<file path="config.mk">
export PLATFORM = sky130hd
export DESIGN_NAME = pmv_device_flat
export DESIGN_NICKNAME = d
export VERILOG_FILES = /design/src/shared/pmv_pkg.sv /design/src/shared/pmv_if.sv /design/src/verilog/pmv_arbiter.sv /design/src/verilog/pmv_device.sv /design/src/flat_wrapper.sv
export SDC_FILE = /design/constraint.sdc
export NUM_CORES = 1
export LEC_CHECK = 0
export BUFFER_PORTS_ARGS = -buffer_cell sky130_fd_sc_hd__buf_2
export CORE_MARGIN = 5
export CORE_UTILIZATION = 56
export CTS_CLUSTER_DIAMETER = 100
export DETAILED_ROUTE_END_ITERATION = 8
export PLACE_DENSITY = 0.87
export SLEW_MARGIN = 5
export SYNTH_ARGS = -nofsm -noshare
export SYNTH_HDL_FRONTEND = slang
export SYNTH_HIERARCHICAL = 1
export SYNTH_SLANG_ARGS = --single-unit
</file>
<file path="constraint.sdc">
create_clock -name pclk -period 3.9 [get_ports pclk]
set_clock_uncertainty 0.2 [all_clocks]
set_input_delay 1.17 -clock pclk [delete_from_list [all_inputs] [get_ports pclk]]
set_output_delay 1.17 -clock pclk [all_outputs]
set_load 0.05 [all_outputs]
</file>
<file path="src/shared/pmv_pkg.sv">
// package: power control map, interrupt ordering and vector table
package pmv_pkg;
  localparam logic [7:0] POWER_CONTROL_ADDR       = 8'h87;
  localparam logic [7:0] POWER_CONTROL_RESET      = 8'h00;
  localparam int         BIT_BAUD_DBL    = 7;
  localparam int         BIT_AUX_RAM_OFF = 6;
  localparam int         BIT_STROBE_QUIET= 5;
  localparam int         BIT_WDOG_PERMIT = 4;
  localparam int         BIT_USER_B      = 3;
  localparam int         BIT_USER_A      = 2;
  localparam int         BIT_DEEP_SLEEP  = 1;
  localparam int         BIT_SLEEP       = 0;
  localparam int         NSRC            = 15;
  // source index = vector order; vector = 0x0003 + 8*index
  localparam logic [15:0] VEC_BASE       = 16'h0003;
  localparam logic [15:0] VEC_STEP       = 16'h0008;
  localparam int SRC_EXT_A = 0;
  localparam int SRC_T0    = 1;
  localparam int SRC_EXT_B = 2;
  localparam int SRC_T1    = 3;
  localparam int SRC_UART  = 4;
  localparam int SRC_IIC   = 5;
  localparam int SRC_CAP0  = 6;
  localparam int SRC_CAP1  = 7;
  localparam int SRC_CAP2  = 8;
  localparam int SRC_CAP3  = 9;
  localparam int SRC_ADC   = 10;
  localparam int SRC_CMP0  = 11;
  localparam int SRC_CMP1  = 12;
  localparam int SRC_CMP2  = 13;
  localparam int SRC_T2    = 14;
  // sources able to end idle
  localparam logic [14:0] IDLE_WAKE_MASK = 15'h003f;
  // sources able to end power-down (ext_a, ext_b/tick)
  localparam logic [14:0] DEEP_WAKE_MASK = 15'h0005;
  // watchdog reset restart delay in machine cycles, 12 clocks each
  localparam int WDOG_RESTART_MC  = 3;
  localparam int CLKS_PER_MC      = 12;
  localparam logic [7:0] WDOG_RESTART_CLKS = 8'(WDOG_RESTART_MC * CLKS_PER_MC);
  // external reset minimum in idle, HF oscillator
  localparam int EXT_RESET_MIN_CLKS = 24;
  // APB offsets of control registers
  localparam logic [11:0] OFF_CMD    = 12'h000;
  localparam logic [11:0] OFF_STATUS = 12'h004;
  localparam logic [11:0] OFF_VECTOR = 12'h008;
  localparam logic [11:0] OFF_SRC    = 12'h00c;
  typedef enum logic [2:0] {
    PMV_RUN  = 3'b001,
    PMV_IDLE = 3'b010,
    PMV_DEEP = 3'b100
  } pmv_mode_t;
endpackage

</file>
<file path="src/shared/pmv_if.sv">
// interface: cpu/sfr side of the power-mode block
`timescale 1ns/1ps
`default_nettype none
interface pmv_if (input wire logic pclk, input wire logic presetn);
  logic        sfr_wr;
  logic [7:0]  sfr_addr;
  logic [7:0]  sfr_wdata;
  logic [7:0]  sfr_rdata;
  logic        wdog_loaded;
  logic [14:0] irq_req;
  logic [14:0] irq_level;
  logic        in_service;
  logic        in_service_level;
  logic        irq_take;
  logic [3:0]  irq_src;
  logic [15:0] irq_vector;
  logic        cpu_halt;
  modport device (input sfr_wr, sfr_addr, sfr_wdata, wdog_loaded, irq_req, irq_level,
                  in_service, in_service_level, output sfr_rdata, irq_take, irq_src,
                  irq_vector, cpu_halt);
  modport host (output sfr_wr, sfr_addr, sfr_wdata, wdog_loaded, irq_req, irq_level,
                in_service, in_service_level, input sfr_rdata, irq_take, irq_src,
                irq_vector, cpu_halt);
endinterface
`default_nettype wire

</file>
<file path="src/verilog/pmv_arbiter.sv">
// fixed-order interrupt arbiter with vector lookup
`timescale 1ns/1ps
`default_nettype none
module pmv_arbiter (
  input  wire logic [14:0] req,
  output logic             any,
  output logic [3:0]       src,
  output logic [15:0]      vector
);
  // polling order, highest first, as vector-order indices
  localparam logic [3:0] ORDER [15] = '{4'd0, 4'd5, 4'd10, 4'd1, 4'd6, 4'd11, 4'd2,
                                        4'd7, 4'd12, 4'd3, 4'd8, 4'd13, 4'd4, 4'd9, 4'd14};
  always_comb begin
    any = 1'b0;
    src = 4'h0;
    for (int i = pmv_pkg::NSRC - 1; i >= 0; i--) begin
      if (req[ORDER[i]]) begin
        any = 1'b1;
        src = ORDER[i];
      end
    end
    vector = pmv_pkg::VEC_BASE + 16'(src) * pmv_pkg::VEC_STEP;
  end
endmodule // pmv_arbiter
`default_nettype wire

</file>
<file path="src/verilog/pmv_device.sv">
// device end: power control register, mode sequencer, pins, vectoring
// What this block does
// fixed priority order among fifteen sources
// vectors from 0003h spaced eight bytes
// bit7 doubles baud, bit6 disables aux RAM
// bit5 silences address latch strobe
// load permit set by software, auto-cleared
// power-down accepted only with watchdog_off_pin high
// sleep_request write enters idle after instruction
// idle halts CPU, resets timer2, PWM, ADC
// idle keeps timers, serial, tick running
// power-down stops clocks, slow osc optional
// register at 87h, byte access, resets zero
// enabled early sources clear idle bit
// resume after the entering instruction
// external reset held 24 periods in idle
// PLL reset 1us..10ms, restart about 63ms
// watchdog reset ends idle, restart 3 cycles
// strobes high idle, low power-down
// iic pins float in power-down
// no power-down while watchdog enabled
// power-down ends on reset or wake pins
// busy same priority moves power-down to idle
// wake pins level-sensitive, held low
// keep_slow_osc keeps 32k oscillator in power-down
// asynchronous wake combine then synchronize
`timescale 1ns/1ps
`default_nettype none
module pmv_device (
  pmv_if.device       bus,
  input  wire logic   pclk,
  input  wire logic   presetn,
  input  wire logic   watchdog_off_pin,
  input  wire logic   wdog_reset,
  input  wire logic   osc_source_select,
  input  wire logic   keep_slow_osc,
  input  wire logic   iic_port_on,
  input  wire logic   ext_mem,
  input  wire logic   ext_a_pin,
  input  wire logic   ext_b_pin,
  input  wire logic   ext_a_level,
  input  wire logic   ext_b_level,
  input  wire logic   ext_a_en,
  input  wire logic   ext_b_en,
  input  wire logic   tick_req,
  output logic        baud_doubler,
  output logic        aux_ram_off,
  output logic        ale_run,
  output logic        ale_level,
  output logic        prog_store_strobe,
  output logic        port0_float,
  output logic        port2_addr,
  output logic        timer2_clear,
  output logic        pwm_force_high,
  output logic        adc_abort,
  output logic        sys_clk_run,
  output logic        hf_osc_run,
  output logic        slow_osc_run,
  output logic        iic_pins_allow,
  output logic        restart_hold,
  output logic        osc_wake
);
  typedef struct packed {
    logic [7:0]          power_control;
    pmv_pkg::pmv_mode_t  mode;
    logic [7:0]          wdog_cnt;
    logic                wake_s1;
    logic                wake_s2;
    logic                take;
    logic [3:0]          src;
    logic [15:0]         vec;
    logic [7:0]          rdata;
    logic                halt;
    logic [15:0]         pins;
  } pmv_dev_st_t;

  pmv_dev_st_t st_r;
  pmv_dev_st_t st_nxt;
  logic        arb_any;
  logic [3:0]  arb_src;
  logic [15:0] arb_vec;
  logic [14:0] pending;
  logic [14:0] pending_hi;
  logic [14:0] arb_req;
  logic [14:0] idle_wake;
  logic        deep_wake_a;
  logic        deep_wake_b;
  logic        deep_wake_async;
  logic        idle_blocked;

  pmv_arbiter u_arb (
    .req    (arb_req),
    .any    (arb_any),
    .src    (arb_src),
    .vector (arb_vec)
  );

  // only sources above the in-service level may be taken
  always_comb begin
    for (int i = 0; i < pmv_pkg::NSRC; i++) begin
      pending[i] = bus.irq_req[i] & ~(bus.in_service &
                   (bus.in_service_level >= bus.irq_level[i]));
    end
  end
  // a level-one request outranks every level-zero request; order applies within a level
  assign pending_hi = pending & bus.irq_level;
  assign arb_req    = (|pending_hi) ? pending_hi : pending;
  assign idle_wake = pending & pmv_pkg::IDLE_WAKE_MASK;
  // combined without clock so a stopped oscillator can be restarted
  assign deep_wake_a = ext_a_en & ext_a_level & ~ext_a_pin;
  assign deep_wake_b = ext_b_en & ext_b_level & (~ext_b_pin | tick_req);
  assign deep_wake_async = deep_wake_a | deep_wake_b;
  // the waking pin is still held low here, so its own priority level decides
  assign idle_blocked = bus.in_service & ~(~bus.in_service_level &
                        ((deep_wake_a & bus.irq_level[pmv_pkg::SRC_EXT_A]) |
                         (deep_wake_b & bus.irq_level[pmv_pkg::SRC_EXT_B])));

  always_comb begin
    st_nxt = st_r;
    st_nxt.take = 1'b0;
    st_nxt.wake_s1 = deep_wake_async;
    st_nxt.wake_s2 = st_r.wake_s1;
    if (st_r.wdog_cnt != 8'h00) begin
      st_nxt.wdog_cnt = st_r.wdog_cnt - 8'h01;
    end
    // byte-wide access only, no bit addressing
    if (bus.sfr_wr && bus.sfr_addr == pmv_pkg::POWER_CONTROL_ADDR) begin
      st_nxt.power_control = bus.sfr_wdata;
      st_nxt.power_control[pmv_pkg::BIT_DEEP_SLEEP] = bus.sfr_wdata[pmv_pkg::BIT_DEEP_SLEEP] &
                                             watchdog_off_pin;
    end
    if (bus.wdog_loaded) begin
      st_nxt.power_control[pmv_pkg::BIT_WDOG_PERMIT] = 1'b0;
    end
    unique case (st_r.mode)
      pmv_pkg::PMV_RUN: begin
        if (st_r.power_control[pmv_pkg::BIT_DEEP_SLEEP]) begin
          st_nxt.mode = pmv_pkg::PMV_DEEP;
        end else if (st_r.power_control[pmv_pkg::BIT_SLEEP]) begin
          st_nxt.mode = pmv_pkg::PMV_IDLE;
        end else if (arb_any) begin
          st_nxt.take = 1'b1;
          st_nxt.src  = arb_src;
          st_nxt.vec  = arb_vec;
        end
      end
      pmv_pkg::PMV_IDLE: begin
        if (|idle_wake) begin
          st_nxt.power_control[pmv_pkg::BIT_SLEEP] = 1'b0;
          st_nxt.mode = pmv_pkg::PMV_RUN;
        end
      end
      pmv_pkg::PMV_DEEP: begin
        if (st_r.wake_s2) begin
          st_nxt.power_control[pmv_pkg::BIT_DEEP_SLEEP] = 1'b0;
          if (idle_blocked) begin
            st_nxt.power_control[pmv_pkg::BIT_SLEEP] = 1'b1;
            st_nxt.mode = pmv_pkg::PMV_IDLE;
          end else begin
            st_nxt.mode = pmv_pkg::PMV_RUN;
          end
        end
      end
    endcase
    // watchdog reset ends idle; core held for three machine cycles
    if (wdog_reset) begin
      st_nxt.power_control = pmv_pkg::POWER_CONTROL_RESET;
      st_nxt.mode = pmv_pkg::PMV_RUN;
      st_nxt.wdog_cnt = pmv_pkg::WDOG_RESTART_CLKS;
    end
    st_nxt.halt = (st_nxt.mode != pmv_pkg::PMV_RUN) | (st_nxt.wdog_cnt != 8'h00);
    st_nxt.rdata = (bus.sfr_addr == pmv_pkg::POWER_CONTROL_ADDR) ? st_nxt.power_control : 8'h00;
    st_nxt.pins[0]  = st_nxt.power_control[pmv_pkg::BIT_BAUD_DBL];
    st_nxt.pins[1]  = st_nxt.power_control[pmv_pkg::BIT_AUX_RAM_OFF];
    st_nxt.pins[2]  = ~st_nxt.power_control[pmv_pkg::BIT_STROBE_QUIET] &
                      (st_nxt.mode == pmv_pkg::PMV_RUN);
    st_nxt.pins[3]  = (st_nxt.mode == pmv_pkg::PMV_IDLE);
    st_nxt.pins[4]  = (st_nxt.mode != pmv_pkg::PMV_DEEP);
    st_nxt.pins[5]  = ext_mem & (st_nxt.mode != pmv_pkg::PMV_RUN);
    st_nxt.pins[6]  = ext_mem & (st_nxt.mode == pmv_pkg::PMV_IDLE);
    st_nxt.pins[7]  = (st_nxt.mode == pmv_pkg::PMV_IDLE);
    st_nxt.pins[8]  = (st_nxt.mode != pmv_pkg::PMV_RUN);
    st_nxt.pins[9]  = (st_nxt.mode == pmv_pkg::PMV_IDLE);
    st_nxt.pins[10] = (st_nxt.mode != pmv_pkg::PMV_DEEP);
    st_nxt.pins[11] = (st_nxt.mode != pmv_pkg::PMV_DEEP) & osc_source_select;
    st_nxt.pins[12] = ~osc_source_select & ((st_nxt.mode != pmv_pkg::PMV_DEEP) |
                      keep_slow_osc);
    st_nxt.pins[13] = iic_port_on & (st_nxt.mode != pmv_pkg::PMV_DEEP);
    st_nxt.pins[14] = (st_nxt.wdog_cnt != 8'h00);
    st_nxt.pins[15] = st_r.wake_s2;
  end

  always_ff @(posedge pclk or negedge presetn) begin
    if (!presetn) begin
      st_r <= '{power_control: pmv_pkg::POWER_CONTROL_RESET, mode: pmv_pkg::PMV_RUN, default: '0};
    end else begin
      st_r <= st_nxt;
    end
  end

  assign bus.sfr_rdata   = st_r.rdata;
  assign bus.irq_take    = st_r.take;
  assign bus.irq_src     = st_r.src;
  assign bus.irq_vector  = st_r.vec;
  assign bus.cpu_halt    = st_r.halt;
  assign baud_doubler      = st_r.pins[0];
  assign aux_ram_off       = st_r.pins[1];
  assign ale_run           = st_r.pins[2];
  assign ale_level         = st_r.pins[3];
  assign prog_store_strobe = st_r.pins[4];
  assign port0_float       = st_r.pins[5];
  assign port2_addr        = st_r.pins[6];
  assign timer2_clear      = st_r.pins[7];
  assign pwm_force_high    = st_r.pins[8];
  assign adc_abort         = st_r.pins[9];
  assign sys_clk_run       = st_r.pins[10];
  assign hf_osc_run        = st_r.pins[11];
  assign slow_osc_run      = st_r.pins[12];
  assign iic_pins_allow    = st_r.pins[13];
  assign restart_hold      = st_r.pins[14];
  assign osc_wake          = st_r.pins[15];
endmodule // pmv_device
`default_nettype wire

</file>
<file path="src/flat_wrapper.sv">
// flat-port wrapper written by rule: the top's interface ports become plain ports
module pmv_device_flat 
  (pclk, presetn, watchdog_off_pin, wdog_reset, osc_source_select, keep_slow_osc, iic_port_on, ext_mem, ext_a_pin, ext_b_pin, ext_a_level, ext_b_level, ext_a_en, ext_b_en, tick_req, baud_doubler, aux_ram_off, ale_run, ale_level, prog_store_strobe, port0_float, port2_addr, timer2_clear, pwm_force_high, adc_abort, sys_clk_run, hf_osc_run, slow_osc_run, iic_pins_allow, restart_hold, osc_wake, bus_sfr_wr, bus_sfr_addr, bus_sfr_wdata, bus_wdog_loaded, bus_irq_req, bus_irq_level, bus_in_service, bus_in_service_level, bus_sfr_rdata, bus_irq_take, bus_irq_src, bus_irq_vector, bus_cpu_halt);
  pmv_if bus_i (.pclk(pclk), .presetn(presetn));
  input  wire logic pclk;
  input  wire logic presetn;
  input  wire logic watchdog_off_pin;
  input  wire logic wdog_reset;
  input  wire logic osc_source_select;
  input  wire logic keep_slow_osc;
  input  wire logic iic_port_on;
  input  wire logic ext_mem;
  input  wire logic ext_a_pin;
  input  wire logic ext_b_pin;
  input  wire logic ext_a_level;
  input  wire logic ext_b_level;
  input  wire logic ext_a_en;
  input  wire logic ext_b_en;
  input  wire logic tick_req;
  output logic baud_doubler;
  output logic aux_ram_off;
  output logic ale_run;
  output logic ale_level;
  output logic prog_store_strobe;
  output logic port0_float;
  output logic port2_addr;
  output logic timer2_clear;
  output logic pwm_force_high;
  output logic adc_abort;
  output logic sys_clk_run;
  output logic hf_osc_run;
  output logic slow_osc_run;
  output logic iic_pins_allow;
  output logic restart_hold;
  output logic osc_wake;
  input wire logic [$bits(bus_i.sfr_wr)-1:0] bus_sfr_wr;
  input wire logic [$bits(bus_i.sfr_addr)-1:0] bus_sfr_addr;
  input wire logic [$bits(bus_i.sfr_wdata)-1:0] bus_sfr_wdata;
  input wire logic [$bits(bus_i.wdog_loaded)-1:0] bus_wdog_loaded;
  input wire logic [$bits(bus_i.irq_req)-1:0] bus_irq_req;
  input wire logic [$bits(bus_i.irq_level)-1:0] bus_irq_level;
  input wire logic [$bits(bus_i.in_service)-1:0] bus_in_service;
  input wire logic [$bits(bus_i.in_service_level)-1:0] bus_in_service_level;
  output wire logic [$bits(bus_i.sfr_rdata)-1:0] bus_sfr_rdata;
  output wire logic [$bits(bus_i.irq_take)-1:0] bus_irq_take;
  output wire logic [$bits(bus_i.irq_src)-1:0] bus_irq_src;
  output wire logic [$bits(bus_i.irq_vector)-1:0] bus_irq_vector;
  output wire logic [$bits(bus_i.cpu_halt)-1:0] bus_cpu_halt;
  assign bus_i.sfr_wr = bus_sfr_wr;
  assign bus_i.sfr_addr = bus_sfr_addr;
  assign bus_i.sfr_wdata = bus_sfr_wdata;
  assign bus_i.wdog_loaded = bus_wdog_loaded;
  assign bus_i.irq_req = bus_irq_req;
  assign bus_i.irq_level = bus_irq_level;
  assign bus_i.in_service = bus_in_service;
  assign bus_i.in_service_level = bus_in_service_level;
  assign bus_sfr_rdata = bus_i.sfr_rdata;
  assign bus_irq_take = bus_i.irq_take;
  assign bus_irq_src = bus_i.irq_src;
  assign bus_irq_vector = bus_i.irq_vector;
  assign bus_cpu_halt = bus_i.cpu_halt;
  pmv_device u_core (.bus(bus_i), .pclk(pclk), .presetn(presetn), .watchdog_off_pin(watchdog_off_pin), .wdog_reset(wdog_reset), .osc_source_select(osc_source_select), .keep_slow_osc(keep_slow_osc), .iic_port_on(iic_port_on), .ext_mem(ext_mem), .ext_a_pin(ext_a_pin), .ext_b_pin(ext_b_pin), .ext_a_level(ext_a_level), .ext_b_level(ext_b_level), .ext_a_en(ext_a_en), .ext_b_en(ext_b_en), .tick_req(tick_req), .baud_doubler(baud_doubler), .aux_ram_off(aux_ram_off), .ale_run(ale_run), .ale_level(ale_level), .prog_store_strobe(prog_store_strobe), .port0_float(port0_float), .port2_addr(port2_addr), .timer2_clear(timer2_clear), .pwm_force_high(pwm_force_high), .adc_abort(adc_abort), .sys_clk_run(sys_clk_run), .hf_osc_run(hf_osc_run), .slow_osc_run(slow_osc_run), .iic_pins_allow(iic_pins_allow), .restart_hold(restart_hold), .osc_wake(osc_wake));
endmodule
</file>
==> impl_metrics.tcl <==
set metrics [dict create \
    synthArstFlopShare_pct 100.0 \
    viasPerCell 5.363 \
    maxUsedRoutingLayer "met4" \
    first_pass_iters 4 \
    synth_warnings 6 \
    synth_edf_count 0 \
    synthCells 423 \
    drv_slew 0 \
    pre_cts_ws_ns 0.2184 \
    placed_cell_area_mm2 0.003909 \
    ys_seq_area_share_pct 43.27 \
    slew_headroom_pct 61.09 \
    final_nets 565 \
    status "finished clean" \
    period_share_pct 86.42 \
    io_buffers 110 \
    hold_path.class "flop to flop" \
    crit_required_ns 3.98 \
    synth_top_cell_area_share_pct 42.54 \
    setup.worst_path.class "input port to flop" \
    htree_levels 3 \
    antenna_found_initial 0 \
    fp.dieArea_mm2 0.008109 \
    timing_worst_slew_pin_value_ns 0.5783 \
    layout-drive-gt1-share_pct 27.74 \
    synth_top_family_by_area "simple AND/OR/NAND/NOR gates" \
    post_cts_buffers 0 \
    ys_types 52 \
    yosysTopAreaCell "dfrtp_1" \
    startpoint_type "input port" \
    nFillCells 540 \
    hold_start "u_core/st_nxt[46]" \
    maxCapViolCount 0 \
    dieHeight_um 90.05 \
    drtAntennaViolNets 0 \
    fin_tns_setup_ns 0 \
    critPathMaxFanout 15 \
    synth-adder-area-share_pct 0.6974 \
    rr_endpoint "u_core/bus.cpu_halt" \
    vias 3100 \
    start_util_pct 57.17 \
    grt_pass1_wl_um 13960 \
    yosysMostFrequentCell "nand2_1" \
    hold_slack_ns 0.1487 \
    clockBufferDepth 2 \
    post_synth.cell_area_avg_um2 8.483 \
    min_path_cells 0 \
    met3_length_um 635 \
    ctsHoldBuffers 0 \
    timing.rr.start "u_core/st_r[48]" \
    clock_tree.root_cell "clkbuf_8" \
    yosys.area_share.simple_pct 25.24 \
    grt_util_all_layers_pct 20.66 \
    synthFlopType "dfrtp_1" \
    cts_buffers 9 \
    synth.area.top_cells "dfrtp_1, buf_4, nand2_1" \
    r2r_slack_ns 1.55 \
    die_x_um 90.05 \
    clk_latency_ns 0.34 \
    ys_ff_latch 62 \
    hold_path_end "u_core/st_nxt[15]" \
    reg2reg_depth 8 \
    fmax_mhz 296.7 \
    synth_commonest_cells "nand2_1, dfrtp_1, nor2_1" \
    synth-compound-area-share_pct 11.65 \
    post_cts_resized 0 \
    grt_overflow_total 0 \
    multi_input_area_mm2 0.001578 \
    hold_violations 0 \
    drc 0 \
    postLayoutSetupSlackWorst_ns 0.5298 \
    io_pins 111 \
    grt_max_degree 37 \
    netlist_area_mm2 0.003588 \
    first_global_vias 3107 \
    drt-initial-drc-count 168 \
    p_leak_uw 0.002138 \
    register_area_mm2 0.001553 \
    cp.arrival_ns 3.45 \
    synth_xor_area_share_pct 1.220 \
    critPathCaptureType "flop" \
    antenna_cells 0 \
    period_needed_ns 3.370 \
    ir_worst_vdd_mv 0.2408 \
    drt-wirelength-per-cell_um 14.04 \
    syn_to_final_growth_pct 13.25 \
    power-per-cell-area_mw_per_mm2 378.6 \
    core-area_mm2 0.006277 \
    cts_tree "yes" \
    synthMuxAreaShare_pct 3.905 \
    wl_met2_um 4018 \
    wl_um 8113 \
    wl_met1_um 3304 \
    dp_hpwl_um 6277 \
    cts_sinks 62 \
    rsz0062_at_grt "false" \
    path_clk_slew_ns 0.06 \
    core.rowCount 29 \
    final_cell_area_mm2 0.004064 \
    place_congestion 0.9766 \
    setup_viol 0 \
]
-- per-stage QoR --
| stage | utilization (%) | total power (uW) | std cells |
|---|---|---|---|
| 2_1_floorplan | - | 1020 | 433 |
| 3_3_place_gp | 62.27 | 1073 | 564 |
| 3_5_place_dp | 62.27 | 1087 | 564 |
| 4_1_cts | 64.74 | 1556 | 578 |
| 5_1_grt | 64.74 | 1621 | 578 |
| 6_report | 64.74 | 1538 | 578 |
-- sequential cells by signal, indices dropped and copies added, names as in the netlist --
register and flops:
u_core/slow_osc_run 1, u_core/port0_float 1, u_core/bus.cpu_halt 1, u_core/osc_wake 1, u_core/bus.irq_vector 16, u_core/sys_clk_run 1
u_core/iic_pins_allow 1, u_core/bus.irq_src 4, u_core/aux_ram_off 1, u_core/st_nxt 2, u_core/bus.sfr_rdata 8, u_core/port2_addr 1
u_core/bus.irq_take 1, u_core/hf_osc_run 1, u_core/restart_hold 1, u_core/st_r 17, u_core/ale_run 1, u_core/baud_doubler 1
u_core/adc_abort 1, u_core/pwm_force_high 1
-- layout make-up --
class | count | area share, %
Clock buffer | 12 | 3.571
Tap cell | 77 | 2.371
Sequential cell | 62 | 38.21
Clock inverter | 2 | 0.2463
Timing Repair Buffer | 116 | 14.66
Inverter | 23 | 2.124
Multi-Input combinational cell | 286 | 38.82
-- how the worst max path moves through the flow --
stage                   startpoint                       end  slack, ns  cells after the start
finish              bus_irq_req[6]  u_core/bus.irq_vector[3]       0.53                     16
CTS                 bus_irq_req[6]     u_core/bus.irq_src[1]       0.57                     16
global placement    bus_irq_req[6]     u_core/bus.irq_src[0]       0.29                     13
detailed placement  bus_irq_req[6]  u_core/bus.irq_vector[6]       0.22                     16
floorplan           bus_irq_req[6]     u_core/bus.irq_src[3]       0.20                     15
global route        bus_irq_req[6]  u_core/bus.irq_vector[3]       0.26                     16
-- critical path: stages --
cell and delay, ns:
buf_2 0.10, a222oi_1 0.34, nand3_1 0.14, nor3_1 0.15
buf_4 0.21, nor2_1 0.06, o22ai_1 0.13, and2_1 0.25
nor2_1 0.10, nor4b_1 0.16, nand2_1 0.08, nand4b_1 0.11
inv_1 0.11, buf_4 0.20, nand2_1 0.07, nand2_1 0.06
-- where the power goes --
part	leakage, uW	switching, uW	internal [uW]
Combinational	0.00128	244	118
Clock	0.0000821	224	239
Sequential	0.000775	29.0	684
-- logic make-up (layout without fill, tap and decap cells) --
family	Yosys count	in the layout
flops	62	62
simple gates	192	192
xor+xnor	5	5
compound gates	61	61
buf+inv	85	153
mux	14	14
other cells	2	12
fa+ha+maj	2	2
-- per-layer routing --
metal  GRT usage (%)  up-vias
met5               0        -
li1                -     1506
met3           6.678       14
met1           24.54     1440
met4           8.561        0
met2           34.39      140
-- cell usage in the layout, fill, tap and decap left out, types with 6 or more instances in the layout --
| cell | instances |
|---|---|
| o21ai_0 | 6 |
| clkbuf_8 | 10 |
| a21oi_1 | 14 |
| buf_2 | 110 |
| mux2i_1 | 14 |
| nor2_1 | 56 |
| nor4_1 | 7 |
| dfrtp_1 | 61 |
| conb_1 | 12 |
| and2_1 | 18 |
| nor3_1 | 6 |
| nand2_1 | 69 |
| o22ai_1 | 13 |
| buf_4 | 6 |
| inv_1 | 23 |
No activity file was read; power rests on OpenSTA's default activity.
